--- src/nvsram_host_pkg.sv ---
// constants for the host-side controller of a 32k x 8 nonvolatile sram
// assumes a 100 mhz clock and that the memory pins are wired straight to the controller
package nvsram_host_pkg;

  // ----------------------------------------
  // array geometry
  // ----------------------------------------
  localparam int addr_width = 15;
  localparam int data_width = 8;

  // ----------------------------------------
  // timing, in ns, and cycle counts at 100 mhz
  // ----------------------------------------
  localparam int clk_period_ns = 10;
  localparam int access_ns = 50;       // strobe hold time, covers the slowest grade
  localparam int access_cycles = (access_ns + clk_period_ns - 1) / clk_period_ns;
  localparam int save_pulse_ns = 50;   // save pulse target; the host-made pulse runs one cycle longer, 60 ns
  localparam int save_pulse_cycles = (save_pulse_ns + clk_period_ns - 1) / clk_period_ns;
  localparam int busy_settle_cycles = 2; // let the busy line settle after release

  // ----------------------------------------
  // host sequencer states
  // ----------------------------------------
  typedef enum logic [2:0] {st_idle, st_setup, st_strobe, st_hold, st_save, st_settle} host_state_t;

endpackage

--- src/cycle_timer.sv ---
// down counter that flags when a loaded count has run out
// assumes load and run are never asserted to overrun the count width
`timescale 1ns/1ns
module cycle_timer #(
  parameter int width = 8
) (
  input wire logic clk,              // system clock
  input wire logic reset,            // async reset, active high
  input wire logic load,             // load a new count
  input wire logic [width-1:0] count, // cycles to run
  output logic done                  // high while count is zero
);

  // ----------------------------------------
  // counter
  // ----------------------------------------
  logic [width-1:0] left_q;

  // reload on request, otherwise count down to zero
  always_ff @(posedge clk or posedge reset)
  begin
    if (reset)
      left_q <= '0;
    else if (load)
      left_q <= count;
    else if (left_q != '0)
      left_q <= left_q - 1'b1;
  end

  // done looks only at the count: the sequencer decides its loads from done, so a load term here would close a loop
  assign done = (left_q == '0);

endmodule

--- src/nvsram_host.sv ---
// host-side controller driving the pins of a 32k x 8 nonvolatile sram
// assumes the memory pins connect directly; the testbench resolves the shared wires
`timescale 1ns/1ns
module nvsram_host #(
  parameter int addr_w = nvsram_host_pkg::addr_width,
  parameter int data_w = nvsram_host_pkg::data_width
) (
  input wire logic clk,                      // system clock
  input wire logic reset,                    // async reset, active high
  input wire logic req_valid,                // user access request
  input wire logic req_write,                // 1 write, 0 read
  input wire logic [addr_w-1:0] req_addr,    // user byte address
  input wire logic [data_w-1:0] req_wdata,   // user write data
  input wire logic save_req,                 // user asks for a hardware save
  output logic req_ready,                    // controller idle and memory not busy
  output logic rsp_valid,                    // one-cycle end of access or save
  output logic [data_w-1:0] rsp_rdata,       // read data
  output logic mem_busy,                     // busy line seen low
  output logic [addr_w-1:0] byte_address,    // memory address pins
  output logic [data_w-1:0] data_bus_o,      // data bus drive value
  output logic data_bus_oe,                  // data bus driven by host
  input wire logic [data_w-1:0] data_bus_i,  // data bus level
  output logic chip_sel_n,                   // chip select, active low
  output logic write_n,                      // write strobe, active low
  output logic out_en_n,                     // output enable, active low
  output logic save_busy_line_n_o,           // busy line drive value, always 0
  output logic save_busy_line_n_oe,          // busy line pulled low by host
  input wire logic save_busy_line_n_i        // busy line level
);

  // ----------------------------------------
  // elaboration checks
  // ----------------------------------------
  if (addr_w != 15) $error("address width must be 15");
  if (data_w != 8) $error("data width must be 8");

  // ----------------------------------------
  // state and timer
  // ----------------------------------------
  nvsram_host_pkg::host_state_t state_q;
  logic wr_q;
  logic tmr_load;
  logic [7:0] tmr_count;
  logic tmr_done;
  logic busy_seen;

  assign busy_seen = !save_busy_line_n_i;

  cycle_timer #(.width(8)) u_timer (
    .clk(clk),
    .reset(reset),
    .load(tmr_load),
    .count(tmr_count),
    .done(tmr_done)
  );

  // timer loads on each state entry that needs a wait
  always_comb
  begin
    tmr_load = 1'b0;
    tmr_count = 8'h00;
    case (state_q)
      nvsram_host_pkg::st_idle:
      begin
        if (save_req && !busy_seen)
        begin
          tmr_load = 1'b1;
          tmr_count = 8'(nvsram_host_pkg::save_pulse_cycles);
        end
        else if (req_valid && !busy_seen)
        begin
          tmr_load = 1'b1;
          tmr_count = 8'h01;
        end
      end
      nvsram_host_pkg::st_setup:
      begin
        // one setup cycle runs out first; the strobe then spans the count plus its final cycle
        if (tmr_done)
        begin
          tmr_load = 1'b1;
          tmr_count = 8'(nvsram_host_pkg::access_cycles - 1);
        end
      end
      nvsram_host_pkg::st_save:
      begin
        if (tmr_done)
        begin
          tmr_load = 1'b1;
          tmr_count = 8'(nvsram_host_pkg::busy_settle_cycles);
        end
      end
      default:
      begin
        tmr_load = 1'b0;
        tmr_count = 8'h00;
      end
    endcase
  end

  // ----------------------------------------
  // sequencer
  // ----------------------------------------
  // access order: idle, setup, strobe, hold; save: idle, save, settle
  always_ff @(posedge clk or posedge reset)
  begin
    if (reset)
      state_q <= nvsram_host_pkg::st_idle;
    else
      case (state_q)
        nvsram_host_pkg::st_idle:
        begin
          if (!busy_seen && save_req)
            state_q <= nvsram_host_pkg::st_save;
          else if (!busy_seen && req_valid)
            state_q <= nvsram_host_pkg::st_setup;
        end
        nvsram_host_pkg::st_setup:
          if (tmr_done)
            state_q <= nvsram_host_pkg::st_strobe;
        nvsram_host_pkg::st_strobe:
          if (tmr_done)
            state_q <= nvsram_host_pkg::st_hold;
        nvsram_host_pkg::st_hold:
          state_q <= nvsram_host_pkg::st_idle;
        nvsram_host_pkg::st_save:
          if (tmr_done)
            state_q <= nvsram_host_pkg::st_settle;
        nvsram_host_pkg::st_settle:
          if (tmr_done && !busy_seen)
            state_q <= nvsram_host_pkg::st_idle;
        default:
          state_q <= nvsram_host_pkg::st_idle;
      endcase
  end

  // ----------------------------------------
  // latched request
  // ----------------------------------------
  // address and write data held for the whole access
  always_ff @(posedge clk or posedge reset)
  begin
    if (reset)
    begin
      wr_q <= 1'b0;
      byte_address <= '0;
      data_bus_o <= '0;
    end
    else if (state_q == nvsram_host_pkg::st_idle && req_valid && !save_req && !busy_seen)
    begin
      wr_q <= req_write;
      byte_address <= req_addr;
      data_bus_o <= req_wdata;
    end
  end

  // ----------------------------------------
  // pin strobes
  // ----------------------------------------
  // chip select spans setup and strobe, rising as hold begins, so the address is latched on its fall
  always_ff @(posedge clk or posedge reset)
  begin
    if (reset)
    begin
      chip_sel_n <= 1'b1;
      write_n <= 1'b1;
      out_en_n <= 1'b1;
      data_bus_oe <= 1'b0;
    end
    else
    begin
      chip_sel_n <= !(tmr_load && state_q == nvsram_host_pkg::st_idle && !save_req
        || state_q == nvsram_host_pkg::st_setup
        || state_q == nvsram_host_pkg::st_strobe && !tmr_done);
      write_n <= !(wr_q && state_q == nvsram_host_pkg::st_setup && tmr_done
        || wr_q && state_q == nvsram_host_pkg::st_strobe && !tmr_done);
      out_en_n <= !(!wr_q && state_q == nvsram_host_pkg::st_setup && tmr_done
        || !wr_q && state_q == nvsram_host_pkg::st_strobe && !tmr_done);
      // host drives the bus only for writes, never with output enable low
      data_bus_oe <= wr_q && (state_q == nvsram_host_pkg::st_setup
        || state_q == nvsram_host_pkg::st_strobe);
    end
  end

  // ----------------------------------------
  // save pulse on the busy line
  // ----------------------------------------
  // host only pulls low; release leaves the line to the device pull-up
  always_ff @(posedge clk or posedge reset)
  begin
    if (reset)
      save_busy_line_n_oe <= 1'b0;
    else
      save_busy_line_n_oe <= (state_q == nvsram_host_pkg::st_idle && save_req && !busy_seen)
        || (state_q == nvsram_host_pkg::st_save && !tmr_done);
  end

  assign save_busy_line_n_o = 1'b0;

  // ----------------------------------------
  // answers
  // ----------------------------------------
  // read data sampled at the end of the strobe while output enable is still low
  always_ff @(posedge clk or posedge reset)
  begin
    if (reset)
    begin
      rsp_valid <= 1'b0;
      rsp_rdata <= '0;
    end
    else
    begin
      rsp_valid <= (state_q == nvsram_host_pkg::st_strobe && tmr_done)
        || (state_q == nvsram_host_pkg::st_settle && tmr_done && !busy_seen);
      if (state_q == nvsram_host_pkg::st_strobe && tmr_done && !wr_q)
        rsp_rdata <= data_bus_i;
    end
  end

  // ready and busy status; automatic saves and restores show only as busy
  always_ff @(posedge clk or posedge reset)
  begin
    if (reset)
    begin
      req_ready <= 1'b0;
      mem_busy <= 1'b0;
    end
    else
    begin
      mem_busy <= busy_seen;
      req_ready <= (state_q == nvsram_host_pkg::st_idle) && !tmr_load && !busy_seen;
    end
  end

endmodule

--- config.mk ---
export PLATFORM = sky130hd
export DESIGN_NAME = nvsram_host
export DESIGN_NICKNAME = d
export VERILOG_FILES = /design/src/nvsram_host_pkg.sv /design/src/cycle_timer.sv /design/src/nvsram_host.sv
export SDC_FILE = /design/constraint.sdc
export NUM_CORES = 1
export LEC_CHECK = 0
export ABC_CLOCK_PERIOD_IN_PS = 5770
export BUFFER_PORTS_ARGS = -buffer_cell sky130_fd_sc_hd__buf_2
export CAP_MARGIN = 20
export CELL_PAD_IN_SITES_DETAIL_PLACEMENT = 0
export CELL_PAD_IN_SITES_GLOBAL_PLACEMENT = 1
export CORE_MARGIN = 1.5
export CORE_UTILIZATION = 42
export CTS_CLUSTER_SIZE = 30
export DETAILED_ROUTE_END_ITERATION = 10
export PLACE_DENSITY = 0.92
export RECOVER_POWER = 50
export SYNTH_ARGS = -nofsm -noshare
export SYNTH_HDL_FRONTEND = slang
export SYNTH_SLANG_ARGS = --single-unit
--- constraint.sdc ---
create_clock -name clk -period 5.77 [get_ports clk]
set_clock_uncertainty 0.05 [all_clocks]
set_input_delay 1.154 -clock clk [delete_from_list [all_inputs] [get_ports clk]]
set_output_delay 1.154 -clock clk [all_outputs]
set_load 0.1 [all_outputs]
==> results of run 1 <==
## cell type report
| class | count | area (µm²) | area share [%] |
|---|---|---|---|
| Sequential cell | 51 | 1280 | 46.44 |
| Multi-Input combinational cell | 108 | 889.6 | 32.27 |
| Timing Repair Buffer | 76 | 370.4 | 13.44 |
| Clock buffer | 7 | 76.32 | 2.769 |
| Inverter | 6 | 22.52 | 0.8171 |
| Tap cell | 70 | 87.58 | 3.177 |
| Clock inverter | 1 | 30.03 | 1.089 |
## state kept, by name, summed over array words and instances (netlist names)
| name | cells |
|---|---|
| data_bus_oe | 1 |
| wr_q | 1 |
| mem_busy | 1 |
| write_n | 1 |
| data_bus_o | 8 |
| u_timer.left_q | 8 |
| chip_sel_n | 1 |
| rsp_valid | 1 |
| req_ready | 1 |
| rsp_rdata | 8 |
| byte_address | 15 |
| out_en_n | 1 |
| state_q | 3 |
| save_busy_line_n_oe | 1 |
## critical path, stage by stage
cell	delay, ns
buf_2	0.09
inv_1	0.33
clkbuf_1	1.50
## cell families after synthesis
kind of cell    after synthesis  synth area share, %
flops                        51                56.68
simple gates                 45                12.52
mux                          34                18.17
compound gates               22                6.427
buf+inv                      13                3.379
xor+xnor                      4                1.551
fa+ha+maj                     2                1.108
other cells                   1               0.1660
## worst max path at each step
stage / to / slack, ns / cells after the start
3_3_place_gp: byte_address[0] / 2.95 / 5
2_1_floorplan: u_timer.left_q[2] / 3.31 / 4
3_5_place_dp: data_bus_o[5] / 2.90 / 5
6_report: state_q[2] / 2.64 / 3
4_1_cts: data_bus_o[2] / 3.22 / 5
5_1_grt: mem_busy / 2.06 / 3
## Yosys cell counts, types with 2 or more instances
library cell,instances
a211o_2,2
inv_1,6
nor2_1,12
mux2i_1,2
nand2_1,5
ha_1,2
a21oi_1,8
a21boi_0,3
o21ai_0,3
nor4_1,2
buf_6,3
nor3_1,6
clkbuf_1,2
xnor2_1,4
dfrtp_1,48
dfstp_2,3
nand3_1,3
nand2b_1,2
mux2_2,24
mux2_4,8
## power by group
| part | switching [mW] | internal [mW] |
|---|---|---|
| registers | 0.0562 | 0.411 |
| clock network | 0.107 | 0.130 |
| logic | 0.241 | 0.109 |
| total | 0.404 | 0.650 |
## routing by layer
metal	vias up	GRT usage, %	routed length [µm]
met5	-	0	0
met4	0	6.667	63
met3	4	3.114	220
met2	52	24.02	1970
met1	725	19.91	1941
li1	757	-	-
==> results.md, run 1 <==
- Setup violators final: 0
- #FFs+latches synth: 51
- Critical Path RT: 5.73 ns
- Post-CTS Setup Inserts: 0
- FF-to-FF End: rsp_rdata[4]
- Layout Cells excl Fill: 319
- Nature of the critical path startpoint: primary input
- Pwr Density: 382.4 nW/µm²
- Reg clk slew, reported paths: 0.08 ns
- Fin area: 2756 µm²
- Worst setup EP type: asynchronous set/reset pin
- Hold Path End: write_n
- Crit path kind: in -> async
- Max clock buf depth: 2
- Initial antenna violation count: 0
- # hold bufs at CTS: 0
- YS warnings: 0
- Yosys cell types: 44
- Main flop type after synthesis: dfrtp_1
- Area leader, netlist: dfrtp_1
- Clk_lat worst skew: 0.29 ns
- Period Utilization, post-route: 54.29%
- Final ANT Viol Nets: 0
- Most common cell after layout, fill and taps aside: buf_2
- Post-synth EDFFs: 0
- Final WS setup: 2.637 ns
- CTS Sinks: 51
- Post-Syn Nets: 211
- Setup_tns: 0 ns
- Height of the die: 76.33 µm
- CTS tree: done
- Initial Util: 43.94%
- Post-place setup slack: 2.899 ns
- Hold Path Stages: 1
- First-pass GRT wire length: 7017 µm
- Clock buffer count from CTS: 5
- Share of the synthesized area in the top cell type: 53.19%
- Die X: 76.33 µm
- H-tree depth: 2
- Antenna cells: 0
- R2R Setup Slk: 2.98 ns
- Share of cells above drive strength 1: 46.59%
- Post-synthesis sequential area ratio: 56.68%
- Unrepaired setup endpoints after global routing: no
- Synth area leaders: dfrtp_1 (53%), mux2_2 (12%), mux2_4 (5.3%), dfstp_2 (3.5%), nor2_1 (2.0%)
- Area grow syn2layout: 22.05%
- Vias in the first global route: 1511
- DP Wirelength: 2987 µm
- Resize count post-CTS: 0
- Failing checks: capacitance limit, slew limit
- Pin count of the biggest net entering global routing: 52
- Placed Instance Area: 2668 µm²
- Number of I/O pins: 77
- Gr usage total: 15.08%
- Overflow after GRT: 0
- Placed cells: 310
- FMAX: 319.2 MHz
- Clock Tree Root: clkbuf_8
- Vias: 1538
- Tmin final: 3.133 ns
- DRC: 0
- RR Startpoint: u_timer.left_q[0]
- Worst slew pin tran: 2.025 ns
- Number of I/O port buffers: 75
- Routed wire per std cell: 13.15 µm
- Layout filler cell count: 468
- Ys async rst share: 100.0%
- Nets: 287
- Leak pwr: 1.459 nW
- # rows: 26
- CP startpoint: reset
- Final core occ: 53.63%
- CP Max Fanout: 39
- Via density per instance: 4.821
- Hold path start: wr_q
- Synthesized area: 2258 µm²
- Final Power: 1.054 mW
- Die area: 5826 µm²
- HP Class: reg -> reg
- Arrival time worst endpoint: 3.09 ns
- DRT iter0 DRCs: 63
- Hold Vio Cnt, Final: 0
- Gpl congestion: 0.8032
- Pre-antenna DRT Iters: 4
- Cells after Synth: 172
- Syn_area_per_cell: 13.13 µm²
- Hold WS: 0.4429 ns
- Commonest non-fill, non-tap cells in the layout: buf_2 (68), dfrtp_1 (48), mux2_2 (24), nor2_1 (13), clkbuf_1 (10)
- Final wirelength: 4196 µm
- CORE AREA: 5140 µm²
- Worst vdd ir: 0.0001664 V
- R2R cell count: 6
- Final slew viol count: 40
- Max-cap violations: 1
- Max-slew headroom: -34.99%
- Outcome: finished, violations left
(Power assumes the default switching activity.)
==> run 2, diff against run 1 <==
ABC_CLOCK_PERIOD_IN_PS = 3200   (was 5770)
CORE_UTILIZATION = 39   (was 42)
PLACE_DENSITY = 0.87   (was 0.92)
clock period = 3.2 ns   (was 5.77 ns; I/O delays follow)
==> results.md, run 2 (synthesis results as in run 1) <==
- Outcome: complete, no violations
- Worst slew pin tran: 1.191 ns (-0.8338 ns)
- DP Wirelength: 3163 µm (+5.9%)
- Routed wire per std cell: 13.58 µm (+3.2%)
- Net Sw Frac: 39.96% (+1.6 points)
- Cell-internal power: 1.116 mW (+72%)
- Initial antenna violation count: 0 (unchanged)
- Max clock buf depth: 2 (unchanged)
- Die area: 6256 µm² (+7.4%)
- Layout Cells excl Fill: 321 (+0.63%)
- Setup_tns: 0 ns (unchanged)
- Via density per instance: 4.804 (-0.36%)
- Unrepaired setup endpoints after global routing: no
- Vias: 1542 (+0.26%)
- # rows: 27 (+3.8%)
- CTS Sinks: 51 (unchanged)
- Storage cell area: 1280 µm² (unchanged)
- Sequential Power Share: 45.3% (+1.0 points)
- Hold Vio Cnt, Final: 0 (unchanged)
- H-tree depth: 2 (unchanged)
- Fin area: 2756 µm² (unchanged)
- DRT iter0 DRCs: 46 (-27%)
- Final slew viol count: 0 (-100%)
- Reg with most FFs: byte_address
- DRC: 0 (unchanged)
- Final wirelength: 4359 µm (+3.9%)
- Period Utilization, post-route: 83.45%
- Max-cap violations: 0 (-1)
- Psw: 743.1 µW (+84%)
- Commonest non-fill, non-tap cells in the layout: buf_2 (61), dfrtp_1 (48), mux2_2 (24), clkbuf_1 (15), nor2_1 (13)
- Pre-antenna DRT Iters: 4 (unchanged)
- Antenna cells: 0 (unchanged)
- Share of cells above drive strength 1: 44.98% (-1.6 points)
- Initial Util: 40.76% (-3.2 points)
- Clock Tree Root: clkbuf_8
- Resize count post-CTS: 0 (unchanged)
- Crit path kind: reg -> reg
- Pwr Density: 674.7 nW/µm² (+76%)
- Number of I/O port buffers: 75 (unchanged)
- Placed cells: 312 (+0.65%)
- Nature of the critical path startpoint: flip-flop
- Clk_lat worst skew: 0.30 ns (about the same)
- Gpl congestion: 0.8228 (+2.4%)
- Overflow after GRT: 0 (unchanged)
- Area of the multi-input gates: 890.9 µm² (+0.14%)
- Max-slew headroom: 20.93% (+56 points)
- Reg clk slew, reported paths: 0.09 ns (about the same)
- Clk pwr share: 20.6% (-1.9 points)
- Nets: 287 (unchanged)
- Setup violators final: 0 (unchanged)
- Height of the die: 79.10 µm (+3.6%)
- Placed Instance Area: 2670 µm² (about the same)
- Area grow syn2layout: 22.05% (unchanged)
- First-pass GRT wire length: 6982 µm (-0.50%)
- Arrival time worst endpoint: 2.81 ns (-0.28 ns)
- HP Class: in -> async
- Clock buffer count from CTS: 5 (unchanged)
- Die X: 79.10 µm (+3.6%)
- Gate power share: 34.1% (+0.9 points)
- Final ANT Viol Nets: 0 (unchanged)
- # hold bufs at CTS: 0 (unchanged)
- Critical Path RT: 3.34 ns (-2.39 ns)
- Layout filler cell count: 505 (+7.9%)
- Max FFs per register: 15 (unchanged)
- Tmin final: 2.670 ns
- CORE AREA: 5540 µm² (+7.8%)
- Pin count of the biggest net entering global routing: 52 (unchanged)
- Vias in the first global route: 1498 (-0.86%)
- Leak pwr: 1.437 nW (-1.5%)
- Most common cell after layout, fill and taps aside: buf_2
- Worst setup EP type: flip-flop
- CP Max Fanout: 10 (-74%)
- FMAX: 374.5 MHz
- Gr usage total: 14.46% (-0.62 points)
- CTS tree: done
- Post-CTS Setup Inserts: 0 (unchanged)
- Worst vdd ir: 0.0002075 V (+25%)
- Number of I/O pins: 77 (unchanged)
[run 2: critical path, stage by stage, from the launching register on]
cell and delay, ns:
dfrtp_1 0.39, inv_1 0.12, ha_1 0.18, nor3b_1 0.62, nand2_4 0.18, or3_1 0.64
mux2_4 0.38
[run 2: area by class of cell]
| type | instances | area share [%] |
|---|---|---|
| flip-flops and latches | 51 | 46.44 |
| clock buffers | 7 | 3.132 |
| inverters | 6 | 0.8171 |
| multi-input cells | 108 | 32.32 |
| repair buffers | 76 | 13.71 |
| clock inverters | 1 | 0.3177 |
| well taps | 72 | 3.268 |
[run 2: power groups by stage]
stage	Clock, mW	Combinational, mW	Sequential [mW]
after detailed placement	0	0.641	0.856
after global routing	0.426	0.695	0.856
after global placement	0	0.635	0.853
after CTS	0.397	0.643	0.843
after floorplan	0	0.313	1.06
final	0.382	0.635	0.843
[run 2: worst paths after layout]
check	from	to	slack (ns)	cells past startpoint
setup reg to reg	u_timer.left_q[0]	rsp_rdata[0]	0.53	6
hold / removal	reset	rsp_rdata[5]	0.32	2
hold reg to reg	byte_address[6]	byte_address[6]	0.46	1
setup / recovery	u_timer.left_q[0]	rsp_rdata[0]	0.53	6
max in group asynchronous	reset	out_en_n	2.13	3
min in group clk	byte_address[6]	byte_address[6]	0.46	1
[run 2: stage by stage]
stage               power [mW]  worst slack (ns)  hold WS [ns]  util [%]
global route             1.977            0.3386        0.3527     49.75
CTS                      1.882            0.8326        0.4590     49.91
detailed placement       1.497            0.7775        0.4372     48.19
floorplan                1.375             1.152        0.3952         -
finish                   1.860            0.5297        0.3172     49.75
global placement         1.488            0.8334        0.4336     48.19
[run 2: routing by layer]
| layer | vias up | routed length, µm | global-route usage, % |
|---|---|---|---|
| met1 | 739 | 2008 | 18.83 |
| met4 | 0 | 70 | 6.140 |
| li1 | 748 | - | - |
| met5 | - | 0 | 0 |
| met2 | 51 | 1999 | 22.82 |
| met3 | 4 | 280 | 3.678 |
